$ cat src/bsc_params.svh
`ifndef BSC_PARAMS_SVH
`define BSC_PARAMS_SVH

// ----------------------------------------------------------------
// Version identification
// ----------------------------------------------------------------
`define BSC_ROOT_V0 11'h089
`define BSC_SEED_V0 16'h019D
`define BSC_SEED_V1 16'h00ED
`define BSC_SEED_V2 16'h01E8
`define BSC_SEED_V3 16'h00E8
`define BSC_SEED_V4 16'h00FB
`define BSC_SEED_V5 16'h0021
`define BSC_SEED_V6 16'h0054
`define BSC_SEED_V7 16'h00EC
`define BSC_FIRST_SYM 2'h0
`define BSC_LAST_SYM 2'h3

// ----------------------------------------------------------------
// Field limits
// ----------------------------------------------------------------
`define BSC_CODE_NONE 5'h1F
`define BSC_BW_WIDE 2'h3
`define BSC_MULT_MAX 7'h50
`define BSC_RATE_OFS 16'h0010
`define BSC_RATE_STEP_KHZ 16'h0180

// ----------------------------------------------------------------
// Interval scale in ms: base and step per segment
// ----------------------------------------------------------------
`define BSC_T_BASE0 13'h0032
`define BSC_T_BASE1 13'h01F4
`define BSC_T_BASE2 13'h0514
`define BSC_T_BASE3 13'h0B54
`define BSC_T_STEP0 13'h0032
`define BSC_T_STEP1 13'h0064
`define BSC_T_STEP2 13'h00C8
`define BSC_T_STEP3 13'h0190
`define BSC_T_SAT 13'h1FFF

// ----------------------------------------------------------------
// Shift mapping and timing
// ----------------------------------------------------------------
`define BSC_SHIFT_ONE_POS 2
`define BSC_CLK_PERIOD_NS 8
`define BSC_MS_NS 1000000
`define BSC_MS_CYCLES (`BSC_MS_NS / `BSC_CLK_PERIOD_NS)

`endif

$ cat src/bsc_pkg.sv
package bsc_pkg;
`include "bsc_params.svh"

    typedef enum logic [0:0] {BSC_IDLE, BSC_SEND} bsc_tx_st_t;

    typedef struct packed {
        bsc_tx_st_t state;
        logic [1:0] sym;
        logic [7:0] b1;
        logic [7:0] b2;
        logic [7:0] b3;
        logic [15:0] seed;
        logic [16:0] div;
        logic [12:0] elapsed;
        logic [12:0] lo;
        logic [12:0] hi;
        logic armed;
        logic ready;
        logic err;
        logic late;
        logic lk_valid;
        logic [1:0] lk_idx;
        logic [10:0] lk_root;
        logic [15:0] lk_seed;
        logic [7:0] lk_sig;
        logic [10:0] lk_rel;
        logic [10:0] lk_abs;
    } bsc_tx_state_t;

    typedef struct packed {
        logic [1:0] expect_idx;
        logic bad;
        logic [2:0] minor;
        logic [7:0] b1;
        logic [7:0] b2;
        logic [10:0] abs;
        logic valid;
        logic reserved;
        logic [2:0] minor_o;
        logic [1:0] wake;
        logic [4:0] code;
        logic [12:0] ms;
        logic [1:0] bw;
        logic [6:0] mult;
        logic [15:0] khz;
        logic [7:0] pre;
    } bsc_rx_state_t;

    function automatic logic [15:0] bsc_seed(input logic [2:0] minor);
        logic [15:0] s;
        s = `BSC_SEED_V0;
        case (minor)
            3'h1: s = `BSC_SEED_V1;
            3'h2: s = `BSC_SEED_V2;
            3'h3: s = `BSC_SEED_V3;
            3'h4: s = `BSC_SEED_V4;
            3'h5: s = `BSC_SEED_V5;
            3'h6: s = `BSC_SEED_V6;
            3'h7: s = `BSC_SEED_V7;
            default: s = `BSC_SEED_V0;
        endcase
        return s;
    endfunction : bsc_seed

    // Segment offset is always the low three code bits
    function automatic logic [12:0] bsc_interval_ms(input logic [4:0] x);
        logic [12:0] off;
        logic [12:0] t;
        off = {10'h000, x[2:0]};
        case (x[4:3])
            2'h0: t = `BSC_T_BASE0 + `BSC_T_STEP0 * off;
            2'h1: t = `BSC_T_BASE1 + `BSC_T_STEP1 * off;
            2'h2: t = `BSC_T_BASE2 + `BSC_T_STEP2 * off;
            default: t = `BSC_T_BASE3 + `BSC_T_STEP3 * off;
        endcase
        return t;
    endfunction : bsc_interval_ms

endpackage : bsc_pkg

$ cat src/bsc_link_if.sv
`timescale 1ns/1ps
interface bsc_link_if;
    logic valid;
    logic [1:0] idx;
    logic [10:0] root;
    logic [15:0] seed;
    logic [7:0] sig;
    logic [10:0] rel_shift;
    logic [10:0] abs_shift;

    modport tx_mp (
        output valid,
        output idx,
        output root,
        output seed,
        output sig,
        output rel_shift,
        output abs_shift
    );

    modport rx_mp (
        input valid,
        input idx,
        input root,
        input seed,
        input sig,
        input rel_shift,
        input abs_shift
    );
endinterface : bsc_link_if

$ cat src/bsc_shift_map.sv
`timescale 1ns/1ps
module bsc_shift_map
    import bsc_pkg::*;
(
    input wire logic [7:0] sig_i,
    output logic [10:0] shift_o
);
    // ----------------------------------------------------------------
    // Gray mapping of eight signaling bits
    // ----------------------------------------------------------------
    // leading-bit XOR terms
    genvar i;
    generate
        for (i = `BSC_SHIFT_ONE_POS + 1; i <= 10; i++)
        begin : g_gray
            assign shift_o[i] = ^sig_i[7 -: (11 - i)];
        end
    endgenerate

    // marker one, zero tail
    assign shift_o[`BSC_SHIFT_ONE_POS] = 1'b1;
    assign shift_o[`BSC_SHIFT_ONE_POS-1:0] = '0;
endmodule : bsc_shift_map

$ cat src/bsc_tx.sv
// Behaviour
// Root value 137 on every symbol
// At least four symbols per bootstrap
// Seed value identifies minor version
// Minor version zero sends exactly four
// Symbol 1 carries eight bits MSB first
// Symbol 1: wake, interval code, bandwidth
// Interval code 31 never transmitted
// Interval code maps to milliseconds scale
// Next start inside signaled interval window
// Bandwidth codes 6, 7, 8, wider MHz
// Wide bandwidth code never transmitted
// Symbol 2 carries eight bits MSB first
// Symbol 2: wake then rate multiplier
// Sample rate is (N+16) times 0.384MHz
// Multiplier above 80 reserved, flagged
// Receiver discards bootstraps with reserved content
// Symbol 3 carries eight bits MSB first
// Symbol 3 preamble layout passed unchecked
// Wake bits form two-bit wake field
// Relative shift from Gray-mapped bits
// Sync symbol shift zero, shifts accumulate
// Decoder outputs fields, valid, reserved flag
`timescale 1ns/1ps
module bsc_tx
    import bsc_pkg::*;
#(
    parameter int MS_CYCLES = `BSC_MS_CYCLES
)
(
    input wire logic clk_i,
    input wire logic rst_n_i,
    input wire logic req_i,
    input wire logic [2:0] minor_i,
    input wire logic wake_first_i,
    input wire logic [4:0] interval_code_i,
    input wire logic [1:0] bandwidth_i,
    input wire logic wake_second_i,
    input wire logic [6:0] rate_mult_i,
    input wire logic [7:0] preamble_i,
    output logic ready_o,
    output logic err_o,
    output logic late_o,
    bsc_link_if.tx_mp link
);

    // ----------------------------------------------------------------
    // State
    // ----------------------------------------------------------------
    bsc_tx_state_t r;
    bsc_tx_state_t n;
    logic [7:0] sig_w;
    logic [10:0] rel_w;
    logic fields_bad;
    logic ms_tick;

    // ----------------------------------------------------------------
    // Request screening
    // ----------------------------------------------------------------
    // Reserved values are refused at the door, so nothing reserved
    // can ever reach the link.
    always_comb
    begin
        fields_bad = 1'b0;
        // no interval code 31
        if (interval_code_i == `BSC_CODE_NONE)
        begin
            fields_bad = 1'b1;
        end
        // no wide bandwidth code
        if (bandwidth_i == `BSC_BW_WIDE)
        begin
            fields_bad = 1'b1;
        end
        // multiplier limited to 80
        if (rate_mult_i > `BSC_MULT_MAX)
        begin
            fields_bad = 1'b1;
        end
    end

    // ----------------------------------------------------------------
    // Symbol payload selection
    // ----------------------------------------------------------------
    always_comb
    begin
        case (r.sym)
            2'h1: sig_w = r.b1;
            2'h2: sig_w = r.b2;
            2'h3: sig_w = r.b3;
            default: sig_w = 8'h00;
        endcase
    end

    bsc_shift_map u_map (
        .sig_i(sig_w),
        .shift_o(rel_w)
    );

    assign ms_tick = (r.div == 17'(MS_CYCLES - 1));

    // ----------------------------------------------------------------
    // Next state
    // ----------------------------------------------------------------
    always_comb
    begin
        n = r;
        n.err = 1'b0;
        n.lk_valid = 1'b0;

        // Millisecond divider; elapsed time saturates rather than wraps
        // so a long pause never looks like a short one.
        if (ms_tick)
        begin
            n.div = '0;
            if (r.elapsed != `BSC_T_SAT)
            begin
                n.elapsed = r.elapsed + 13'h0001;
            end
        end
        else
        begin
            n.div = r.div + 17'h0_0001;
        end

        case (r.state)
            BSC_IDLE:
            begin
                // window upper bound missed
                if (r.armed && (r.elapsed >= r.hi))
                begin
                    n.late = 1'b1;
                    n.armed = 1'b0;
                end
                if (req_i && r.ready)
                begin
                    if (fields_bad)
                    begin
                        n.err = 1'b1;
                    end
                    else
                    begin
                        // eight bits MSB first
                        // wake, interval, bandwidth
                        // bandwidth code passed as is
                        // first wake bit
                        n.b1 = {wake_first_i, interval_code_i, bandwidth_i};
                        // eight bits MSB first
                        // wake then multiplier
                        // multiplier N carried raw
                        // second wake bit
                        n.b2 = {wake_second_i, rate_mult_i};
                        // eight bits MSB first
                        // preamble passed unchecked
                        n.b3 = preamble_i;
                        // seed from minor version
                        n.seed = bsc_seed(minor_i);
                        // window bounds in ms
                        // bounds from this start
                        n.lo = bsc_interval_ms(interval_code_i);
                        n.hi = bsc_interval_ms(interval_code_i + 5'h01);
                        n.div = '0;
                        n.elapsed = '0;
                        n.armed = 1'b1;
                        n.late = r.armed && (r.elapsed >= r.hi);
                        n.sym = `BSC_FIRST_SYM;
                        n.state = BSC_SEND;
                    end
                end
            end
            BSC_SEND:
            begin
                n.lk_valid = 1'b1;
                n.lk_idx = r.sym;
                // fixed root 137
                n.lk_root = `BSC_ROOT_V0;
                n.lk_seed = r.seed;
                if (r.sym == `BSC_FIRST_SYM)
                begin
                    // sync symbol shift zero
                    n.lk_sig = 8'h00;
                    n.lk_rel = '0;
                    n.lk_abs = '0;
                end
                else
                begin
                    // mapped relative shift
                    n.lk_sig = sig_w;
                    n.lk_rel = rel_w;
                    // accumulate modulo 2048
                    n.lk_abs = r.lk_abs + rel_w;
                end
                // four symbols sent
                // exactly four for all
                if (r.sym == `BSC_LAST_SYM)
                begin
                    n.state = BSC_IDLE;
                end
                n.sym = r.sym + 2'h1;
            end
            default:
            begin
                n.state = BSC_IDLE;
            end
        endcase

        // no start before lower bound
        n.ready = (n.state == BSC_IDLE) &&
                  (!n.armed || (n.elapsed >= n.lo));
    end

    // ----------------------------------------------------------------
    // Registers
    // ----------------------------------------------------------------
    always_ff @(posedge clk_i)
    begin
        if (!rst_n_i)
        begin
            r <= '0;
        end
        else
        begin
            r <= n;
        end
    end

    // ----------------------------------------------------------------
    // Outputs
    // ----------------------------------------------------------------
    assign ready_o = r.ready;
    assign err_o = r.err;
    assign late_o = r.late;
    assign link.valid = r.lk_valid;
    assign link.idx = r.lk_idx;
    assign link.root = r.lk_root;
    assign link.seed = r.lk_seed;
    assign link.sig = r.lk_sig;
    assign link.rel_shift = r.lk_rel;
    assign link.abs_shift = r.lk_abs;

endmodule : bsc_tx
$ cat src/flat_wrapper.sv
// flat-port wrapper written by rule: the top's interface ports become plain ports
module bsc_tx_flat import bsc_pkg::*;
#(
    parameter int MS_CYCLES = `BSC_MS_CYCLES
)
  (clk_i, rst_n_i, req_i, minor_i, wake_first_i, interval_code_i, bandwidth_i, wake_second_i, rate_mult_i, preamble_i, ready_o, err_o, late_o, link_valid, link_idx, link_root, link_seed, link_sig, link_rel_shift, link_abs_shift);
  bsc_link_if link_i ();
  input wire logic clk_i;
  input wire logic rst_n_i;
  input wire logic req_i;
  input wire logic [2:0] minor_i;
  input wire logic wake_first_i;
  input wire logic [4:0] interval_code_i;
  input wire logic [1:0] bandwidth_i;
  input wire logic wake_second_i;
  input wire logic [6:0] rate_mult_i;
  input wire logic [7:0] preamble_i;
  output logic ready_o;
  output logic err_o;
  output logic late_o;
  output wire logic [$bits(link_i.valid)-1:0] link_valid;
  output wire logic [$bits(link_i.idx)-1:0] link_idx;
  output wire logic [$bits(link_i.root)-1:0] link_root;
  output wire logic [$bits(link_i.seed)-1:0] link_seed;
  output wire logic [$bits(link_i.sig)-1:0] link_sig;
  output wire logic [$bits(link_i.rel_shift)-1:0] link_rel_shift;
  output wire logic [$bits(link_i.abs_shift)-1:0] link_abs_shift;
  assign link_valid = link_i.valid;
  assign link_idx = link_i.idx;
  assign link_root = link_i.root;
  assign link_seed = link_i.seed;
  assign link_sig = link_i.sig;
  assign link_rel_shift = link_i.rel_shift;
  assign link_abs_shift = link_i.abs_shift;
  bsc_tx #(.MS_CYCLES(MS_CYCLES)) u_core (.clk_i(clk_i), .rst_n_i(rst_n_i), .req_i(req_i), .minor_i(minor_i), .wake_first_i(wake_first_i), .interval_code_i(interval_code_i), .bandwidth_i(bandwidth_i), .wake_second_i(wake_second_i), .rate_mult_i(rate_mult_i), .preamble_i(preamble_i), .ready_o(ready_o), .err_o(err_o), .late_o(late_o), .link(link_i));
endmodule
$ cat config.mk
export PLATFORM = sky130hd
export DESIGN_NAME = bsc_tx_flat
export DESIGN_NICKNAME = d
export VERILOG_FILES = /design/src/bsc_pkg.sv /design/src/bsc_link_if.sv /design/src/bsc_shift_map.sv /design/src/bsc_tx.sv /design/src/flat_wrapper.sv
export VERILOG_INCLUDE_DIRS = /design/src
export SDC_FILE = /design/constraint.sdc
export NUM_CORES = 1
export LEC_CHECK = 0
export BUFFER_PORTS_ARGS = -buffer_cell sky130_fd_sc_hd__buf_2
export CAP_MARGIN = 5
export CELL_PAD_IN_SITES_DETAIL_PLACEMENT = 1
export CELL_PAD_IN_SITES_GLOBAL_PLACEMENT = 1
export CORE_ASPECT_RATIO = 2
export CORE_UTILIZATION = 44
export DETAILED_ROUTE_END_ITERATION = 12
export GPL_TIMING_DRIVEN = 0
export PLACE_DENSITY_LB_ADDON = 0.1
export SETUP_SLACK_MARGIN = 0.4
export SYNTH_ARGS = -nofsm -noshare
export SYNTH_HDL_FRONTEND = slang
export SYNTH_SLANG_ARGS = --single-unit
$ cat constraint.sdc
create_clock -name clk_i -period 6 [get_ports clk_i]
set_input_delay 0.9 -clock clk_i [delete_from_list [all_inputs] [get_ports clk_i]]
set_output_delay 0.9 -clock clk_i [all_outputs]
set_load 0.02 [all_outputs]
==> results.txt, run 1 <==
The data required time of the worst path came out at 6.27 ns. The critical path is of the in -> reg type. The CTS clock-pin slew for the worst setup and hold paths came out at 0.06 ns. The standby leakage power came out at 0.00397 uW. The H-tree generated during clock tree synthesis spans 4 levels.

The cell area after technology mapping came out at 0.00788 mm2. The total vias in the final route came out at 6,999. Setup repair after global routing could not meet its margin everywhere.

For this run, the total global-route usage over all layers was measured as 0.265. The count of warnings emitted by yosys came out at 0. The congestion estimate from routability-driven global placement came to 0.915. The residual DRC count came out at 0. The total of flip-flops plus latches after synthesis is 133. met2 is the most crowded layer. The kind of end point of the critical path is a flip-flop.

After the flow finishes, the layout carries non-filler instances totaling 1,290. Adding up every negative setup slack in the final design gives 0 ns. The effective utilization at floorplan came out at 0.454. The number of antenna violations at the first check in global routing is 0. The number of placement rows is 68. The start point of the critical path is interval_code_i[3]. The worst setup margin came out at 0.622 ns.

The switching part of the total power came out at 0.274. In the synthesized netlist the async set-or-reset flop fraction comes to 0. The count of filler cells inserted in the layout is 2,207. The clock drives 133 sinks. The clock tree from TritonCTS is yes. The number of buffers on the longest clock path is 2. The cts-stage hold buffer count is 0. The detailed router finished its first iteration with 171 violations. The min-delay analysis places its worst path in the category reg -> reg. The later pin in the worst-skew pair is clocked with a latency of 0.43 ns. The normalized max-slew margin came out at 0.493. In the layout the commonest cells are sky130_fd_sc_hd__dfxtp_1, sky130_fd_sc_hd__nand2_1, sky130_fd_sc_hd__nor2_1, sky130_fd_sc_hd__buf_2, sky130_fd_sc_hd__buf_4. The number of I/O port buffers is 73. The clock period minus worst slack is 5.38 ns.

Dividing the final minimum period by the clock period gives 0.896. Entering global routing, the biggest net connects 17 pins. The count of mapped cells out of synthesis is 958. The top achievable clock speed came out at 186 MHz. In this run the clock root is driven by a sky130_fd_sc_hd__clkbuf_16.

The total count of max-transition violations in the final report is 0. The global-route wire length before repair came out at 37,700 um. The standard cell core area came out at 0.0174 mm2. The measured slew at the worst slew-check pin came out at 0.761 ns. From bottom edge to top edge, the die measures 191 um.

After detailed placement, the design holds a cell count of 1,257. The post-detailed-route wirelength per cell is 18.5 um. For met2 alone, demand over resource in global routing was 0.546. The register-to-register setup slack is 0.78 ns. The share of power burned in registers came out at 0.394.

Of the synthesized area, sequential elements account for 0.338. The run finished with clean final reports. The die is 96.6 um wide.

The reported max-cap violation count came out at 0. Dividing the synthesized area by the synthesized cell count gives 8.23 um2. The pre-CTS worst setup slack came out at -0.457 ns. The die area came out at 0.0185 mm2. In the final design database the tool counted 1,159 nets. The total overflow reported by the global router is 0. At the end of the flow the core is filled with cells to 0.530. The first TritonRoute pass finished after 5 iterations. The final antenna-violating net count is 0. The met1 global-route usage came out at 0.229. The arrival time at the worst endpoint is 5.65 ns. The number of setup violations in the final report came out at 0.

The startpoint class of the critical path is an input pin. The number of enable-type register cells in the synthesized netlist is 0. The worst hold slack is 0.444 ns. The final worst clock skew came out at 0.00742 ns.

The boundary pin count came out at 93. The launch instance of the worst register-to-register path is u_core.r[160]$_SDFFE_PN0P_. Leaving out fill and tap cells, the most frequent cell in the layout is sky130_fd_sc_hd__dfxtp_1.

The HPWL reported at the end of detailed placement came out at 19,000 um. The layout overhead on the synthesized area came out at 16.7%. The number of failing hold endpoints at the final stage came out at 0. The maximum resistive drop on vdd is 0.168 mV. The net switching power figure is 639 uW.

Of the total power, the clock network draws 0.456. Dividing total power by cell area gives a power density of 253 mW/mm2. The number of antenna diodes in the final layout is 0. Dividing the detail-routed via count by the number of cells gives 5.43. The maximum net fanout on the critical path came out at 10.

Of the cells placed in the final design, the portion with a size suffix greater than 1 is 0.167. The via count of the first global-routing pass came to 7,388. The number of cell instances on the worst register-to-register path is 20. The most used flip-flop cell after synthesis is sky130_fd_sc_hd__dfxtp_1.

The number of library cell types mapped by synthesis came out at 60. The routed design has 23,800 um of wire. The capture instance of the worst register-to-register path is u_core.link.abs_shift[10]$_SDFFE_PN0P_. Internal power comes to 1690 uW. Following the worst setup path forward leads to its endpoint at u_core.ready_o$_SDFF_PN0_. The share of total power in combinational logic came out at 0.150.

The number of CTS-inserted buffers came out at 17. For met3 alone, demand over resource in global routing was 0.0362.
[worst max-delay path: stages]
cell and delay [ns]:
sky130_fd_sc_hd__clkbuf_1 0.24, sky130_fd_sc_hd__clkbuf_1 0.30, sky130_fd_sc_hd__clkbuf_1 0.30, sky130_fd_sc_hd__and3_1 0.24
sky130_fd_sc_hd__ha_1 0.20, sky130_fd_sc_hd__a21oi_1 0.18, sky130_fd_sc_hd__nand4_1 0.24, sky130_fd_sc_hd__or2_2 0.39
sky130_fd_sc_hd__clkbuf_2 0.23, sky130_fd_sc_hd__buf_1 0.34, sky130_fd_sc_hd__nor4_1 0.43, sky130_fd_sc_hd__a21oi_1 0.12
sky130_fd_sc_hd__ha_1 0.31, sky130_fd_sc_hd__a21oi_1 0.15, sky130_fd_sc_hd__nor2b_1 0.06, sky130_fd_sc_hd__o21ai_0 0.15
sky130_fd_sc_hd__a21oi_1 0.10, sky130_fd_sc_hd__o31ai_1 0.52, sky130_fd_sc_hd__a311oi_1 0.22
[final cells by class]
| type | count | area (um2) | area share |
|---|---|---|---|
| multi-input cells | 694 | 4520 | 0.491 |
| flip-flops and latches | 133 | 2660 | 0.289 |
| plain buffers | 113 | 652 | 0.0709 |
| clock buffers | 19 | 443 | 0.0481 |
| repair buffers | 75 | 380 | 0.0413 |
| well taps | 210 | 263 | 0.0286 |
| clock inverters | 12 | 156 | 0.0170 |
| inverters | 34 | 128 | 0.0139 |
[metal layers]
layer	wire, um	vias to the layer above
li1	-	3416
met1	8000	3382
met2	14000	139
met3	536	62
met4	1280	0
met5	0	-
[what timing repair did]
action	in CTS	in global routing
endpoints found under the setup margin	3	3
resized for setup	2	6
gates cloned	0	0
buffers inserted	2	0
pin swaps	1	0
[registers in the layout (all words and copies together), names as in the netlist]
register and count:
u_core.link.sig 8, u_core.link.abs_shift 11, u_core.err_o 1, u_core.late_o 1, u_core.link.idx 2, u_core.ready_o 1
u_core.link.rel_shift 8, u_core.r 91, u_core.link.valid 1, u_core.link.root 1, u_core.link.seed 8
[worst min-delay path by stage]
stage	from	to	slack (ns)	cells past startpoint
floorplan	u_core.r[103]$_SDFF_PN0_	u_core.r[103]$_SDFF_PN0_	0.41	1
global route	u_core.r[103]$_SDFF_PN0_	u_core.r[103]$_SDFF_PN0_	0.47	1
detailed placement	u_core.link.rel_shift[2]$_SDFFE_PN0P_	u_core.link.rel_shift[2]$_SDFFE_PN0P_	0.44	2
global placement	u_core.link.rel_shift[2]$_SDFFE_PN0P_	u_core.link.rel_shift[2]$_SDFFE_PN0P_	0.43	2
finish	u_core.link.rel_shift[2]$_SDFFE_PN0P_	u_core.link.rel_shift[2]$_SDFFE_PN0P_	0.44	2
CTS	u_core.link.rel_shift[2]$_SDFFE_PN0P_	u_core.link.rel_shift[2]$_SDFFE_PN0P_	0.45	2
[power groups by stage]
stage,logic (uW),clock network (uW),registers (uW)
2_1_floorplan,242,0,935
3_3_place_gp,342,0,936
3_5_place_dp,348,0,937
4_1_cts,351,1080,918
5_1_grt,383,1120,920
6_report,349,1060,918
[kinds of logic (layout without fill, tap and decap cells)]
family	count (synthesis)	after routing	share of synthesized area
buf+inv	147	253	0.0983
simple gates	336	336	0.201
compound gates	198	198	0.164
flops	133	133	0.338
mux	19	19	0.0290
other cells	1	17	0.000476
xor+xnor	63	63	0.0710
fa+ha+maj	61	61	0.0978
[cells in the mapped netlist, types with 3 or more instances]
master                     instances  area share
sky130_fd_sc_hd__a21boi_0         30       0.029
sky130_fd_sc_hd__a21oi_1          49       0.031
sky130_fd_sc_hd__nor2_1           86       0.041
sky130_fd_sc_hd__ha_1             60       0.095
sky130_fd_sc_hd__mux4_2            3      0.0086
sky130_fd_sc_hd__xor2_1           34       0.038
sky130_fd_sc_hd__nand3b_1          3      0.0029
sky130_fd_sc_hd__buf_4            59       0.056
sky130_fd_sc_hd__nor2b_1          39       0.031
sky130_fd_sc_hd__o21a_1            4      0.0038
sky130_fd_sc_hd__a31oi_1           4      0.0032
sky130_fd_sc_hd__a21o_1            7      0.0067
sky130_fd_sc_hd__clkbuf_1         43       0.020
sky130_fd_sc_hd__o211ai_1          4      0.0038
sky130_fd_sc_hd__dfxtp_1         133        0.34
sky130_fd_sc_hd__or3_1             4      0.0032
sky130_fd_sc_hd__nor3b_1           5      0.0048
sky130_fd_sc_hd__and3_1           16       0.013
sky130_fd_sc_hd__and2_1            7      0.0056
sky130_fd_sc_hd__buf_1            10      0.0048
sky130_fd_sc_hd__nor3_1           14      0.0089
sky130_fd_sc_hd__nand2_1         118       0.056
sky130_fd_sc_hd__a211oi_1         13       0.012
sky130_fd_sc_hd__a222oi_1          8       0.010
sky130_fd_sc_hd__a311oi_1          3      0.0033
sky130_fd_sc_hd__nand4_1          11      0.0087
sky130_fd_sc_hd__xnor2_1          28       0.031
sky130_fd_sc_hd__o21ai_0          50       0.032
sky130_fd_sc_hd__mux2i_1          15       0.019
sky130_fd_sc_hd__a22o_1            5      0.0056
sky130_fd_sc_hd__inv_1            33       0.016
sky130_fd_sc_hd__nand2b_1         10      0.0079
sky130_fd_sc_hd__o31ai_1           3      0.0029
sky130_fd_sc_hd__nand3_1          13      0.0083
sky130_fd_sc_hd__o211a_1           5      0.0063
[metrics by stage]
stage | area [um2] | total power, uW
3_3_place_gp | 8570 | 1280
3_5_place_dp | 8570 | 1290
2_1_floorplan | 7940 | 1180
5_1_grt | 9200 | 2420
6_report | 9200 | 2330
4_1_cts | 9190 | 2350
Note: power is estimated with default switching activity, not from simulation.
==> run 2, diff against run 1 <==
- CORE_MARGIN: unset -> 4
==> run 2 against run 1 <==
- die area is 9.5% higher
- clock power hardly changed
- highest routed layer unchanged
- largest power group unchanged
- first-iteration DRC count is 26% higher
==> results.txt, run 2 (synthesis results as in run 1) <==
The number of I/O port buffers came to 73 (unchanged). The share of power burned in registers is 0.399 (+0.005). The die area is 0.0203 mm2 (+9.5%). The flip-flop count of the largest register after layout is 91 (unchanged). The final weighted congestion in routability-driven placement is 0.934 (+2.1%). The net total in the final layout came out at 1,158 (-0.086%).

The area of all placed cells without fillers came to 0.00917 mm2 (-0.30%). Setup repair after global routing left no endpoint under its margin. The number of failing hold endpoints at the final stage came to 0 (unchanged). Leaving out fill and tap cells, the most frequent cell in the layout is sky130_fd_sc_hd__dfxtp_1. The largest register by flop count is u_core.r. The cts-stage hold buffer count came out at 0 (unchanged). The data required time of the worst path is 6.29 ns (+0.02 ns).

The detailed-route wire length was 24,200 um (+1.5%). The design internal power came out at 1670 uW (-1.1%). The worst hold slack is 0.444 ns (-0.000224 ns).

Following the worst setup path forward leads to its endpoint at u_core.ready_o$_SDFF_PN0_. The vertical extent of the die came out at 197 um (+3.1%). The CTS sink count is 133 (unchanged).

The global-route wire length before repair is 38,600 um (+2.4%). The HPWL reported at the end of detailed placement came out at 19,300 um (+1.8%). The longest individual stage delay on the worst path came out at 0.50 ns (-0.02 ns). The post-detailed-route wirelength per cell is 18.7 um (+1.2%).

In the layout the commonest cells are sky130_fd_sc_hd__dfxtp_1, sky130_fd_sc_hd__nand2_1, sky130_fd_sc_hd__nor2_1, sky130_fd_sc_hd__buf_2. The clock share of power is 0.449 (-0.007). The launch instance of the worst register-to-register path is u_core.r[160]$_SDFFE_PN0P_.

The switching part of the total power is 0.272 (-0.00224). The final total power came out at 2300 uW (-1.4%). The standard cell area after detailed placement is 0.00857 mm2 (about the same). On the critical path the largest part of the delay comes from buffers and inverters. The start point of the critical path is interval_code_i[3].

The worst setup path is launched from an input pin. The number of cell instances on the worst register-to-register path came out at 20 (unchanged). Among all stages on the critical path, the largest delay is contributed by sky130_fd_sc_hd__buf_1. The post-route clock period utilization was 0.862 (-0.0343). The number of antenna violations at the first check in global routing came out at 0 (unchanged). The run finished with clean final reports. The clock period minus worst slack is 5.17 ns (-0.206 ns).

The final worst clock skew is 0.00794 ns (+0.000527 ns). The share of total power in combinational logic came out at 0.152 (+0.002). The global-route usage over all layers is 0.249 (-0.0159).

The top achievable clock speed is 193 MHz (+4.0%). The kind of critical path is in -> reg. The first-pass iteration count of the detailed router was 6 (+1). The standby leakage power is 0.00397 uW (about the same).

The total buffers and inverters traversed by the critical path is 5 (unchanged). The effective utilization at floorplan came out at 0.445 (-0.00877). The number of setup violations in the final report is 0 (unchanged). The via count of the first global-routing pass is 7,480 (+1.2%). The later-pin clock latency in the skew report is 0.42 ns (about the same). The fraction of layout cells with a size suffix above 1 came to 0.165 (-0.00185). In this run the clock root is driven by a sky130_fd_sc_hd__clkbuf_16. The kind of end point of the critical path is a flip-flop. The boundary pin count came out at 93 (unchanged).

The arrival time at the worst endpoint was 5.46 ns (-0.19 ns). The residual DRC count came to 0 (unchanged). The most used cell along the critical path is sky130_fd_sc_hd__a21oi_1. The measured slew at the worst slew-check pin came out at 0.781 ns (+0.0204 ns). Walking the worst path, the cells encountered are clkbuf_1, clkbuf_2, clkbuf_1, and3_1, ha_1, a21oi_1, nand4_1, nor2_2, clkbuf_2, buf_1, nor2_1, ha_1, a21oi_1, nor2b_1, o21ai_0, a21oi_1, o31ai_1, a311oi_1. The maximum number of pins on one net before global-route repair came out at 17 (unchanged). The register-to-register setup slack came out at 0.86 ns (+0.08 ns). The total inserted antenna cells came out at 0 (unchanged). The final antenna-violating net count was 0 (unchanged). TritonCTS built the clock tree. The number of CTS-inserted buffers is 17 (unchanged). The number of cells in the finished layout apart from fillers came out at 1,293 (+0.23%).

The net switching power figure came out at 625 uW (-2.2%). The logic depth of the worst path, buffers included is 18 (-1). The normalized max-slew margin came to 0.476 (-0.0173).

The layout overhead on the synthesized area is 16.4%. The reported max-cap violation count is 0 (unchanged). The mean number of vias per cell is 5.41 (-0.23%). The number of buffers on the longest clock path is 2 (unchanged). The worst hold path belongs to the class reg -> reg.

The number of cells in the design after placement is 1,260 (+0.24%). The areal power density over the cells came out at 251 mW/mm2 (-1.1%). The number of placement rows was 69 (+1.5%). The total vias in the final route was 6,999 (unchanged). The maximum resistive drop on vdd came out at 0.139 mV (-17%). The width of the die is 103 um (+6.2%).

The maximum level of the CTS H-tree came out at 4 (unchanged). The total count of max-transition violations in the final report was 0 (unchanged). The endpoint identified for the worst register-to-register timing path is u_core.link.abs_shift[10]$_SDFFE_PN0P_. The total overflow reported by the global router was 0 (unchanged). The maximum net fanout on the critical path is 10 (unchanged). The standard cell core area was 0.0177 mm2 (+2.0%).

The violation count after the first detailed-route iteration is 215 (+26%). The CTS clock-pin slew for the worst setup and hold paths is 0.06 ns (about the same).
run 2: changes by cell type in the layout (fill, tap and decap cells not counted), sizes merged:
cell      before  now
clkinv         5    4
clkinvlp       4    2
buf          144  142
clkbuf        63   69
bufinv         3    2
run 2: worst min-delay path by stage:
| stage | start | endpoint | slack, ns | cells past startpoint |
|---|---|---|---|---|
| 4_1_cts | u_core.link.rel_shift[2]$_SDFFE_PN0P_ | u_core.link.rel_shift[2]$_SDFFE_PN0P_ | 0.44 | 2 |
| 5_1_grt | u_core.link.rel_shift[2]$_SDFFE_PN0P_ | u_core.link.rel_shift[2]$_SDFFE_PN0P_ | 0.47 | 2 |
| 2_1_floorplan | u_core.r[103]$_SDFF_PN0_ | u_core.r[103]$_SDFF_PN0_ | 0.41 | 1 |
| 3_3_place_gp | u_core.link.rel_shift[2]$_SDFFE_PN0P_ | u_core.link.rel_shift[2]$_SDFFE_PN0P_ | 0.43 | 2 |
| 3_5_place_dp | u_core.link.rel_shift[2]$_SDFFE_PN0P_ | u_core.link.rel_shift[2]$_SDFFE_PN0P_ | 0.44 | 2 |
| 6_report | u_core.link.rel_shift[2]$_SDFFE_PN0P_ | u_core.link.rel_shift[2]$_SDFFE_PN0P_ | 0.44 | 2 |
run 2: power groups by stage:
stage	combinational, uW	sequential [uW]	clock [uW]
floorplan	242	935	0
global placement	343	936	0
detailed placement	348	937	0
CTS	350	918	1050
global route	389	920	1080
finish	349	918	1030
run 2: metal layers:
layer / part of all wire / global-route usage / vias up / routed length (um)
met5: 0 / 0 / - / 0
met1: 0.33 / 0.222 / 3392 / 7940
li1: - / - / 3405 / -
met3: 0.026 / 0.0290 / 62 / 634
met4: 0.047 / 0.127 / 0 / 1130
met2: 0.60 / 0.510 / 140 / 14500
run 2: layout make-up:
| class | count | area, um2 |
|---|---|---|
| fillers | 2191 | 8530 |
| flip-flops and latches | 133 | 2660 |
| inverters | 34 | 128 |
| clock buffers | 24 | 482 |
| repair buffers | 74 | 373 |
| plain buffers | 113 | 654 |
| well taps | 213 | 267 |
| clock inverters | 8 | 98.8 |
| multi-input cells | 694 | 4510 |
run 2: worst register-to-register path: cells and delay by family (launching register included):
| family | cells | cell delay (ns) |
|---|---|---|
| xor gates and xnor gates | 6 | 1.69 |
| AOI/OAI and AO/OA | 5 | 1.18 |
| and+or+nand+nor | 5 | 0.84 |
| adders and majority gates | 2 | 0.62 |
| DFF | 1 | 0.44 |
| buffers and inverters | 2 | 0.32 |
run 2: through the flow:
step	util	setup WS (ns)	setup TNS [ns]
2_1_floorplan	-	1.49	0
3_3_place_gp	0.484	-0.279	-0.279
3_5_place_dp	0.484	-0.349	-0.349
4_1_cts	0.518	0.441	0
5_1_grt	0.518	0.436	0
6_report	0.518	0.828	0
run 2: what timing repair did:
action,in CTS,in global routing
buffers inserted,1,0
gates resized for setup,3,7
pin swaps,1,0
endpoints found under the setup margin,2,1
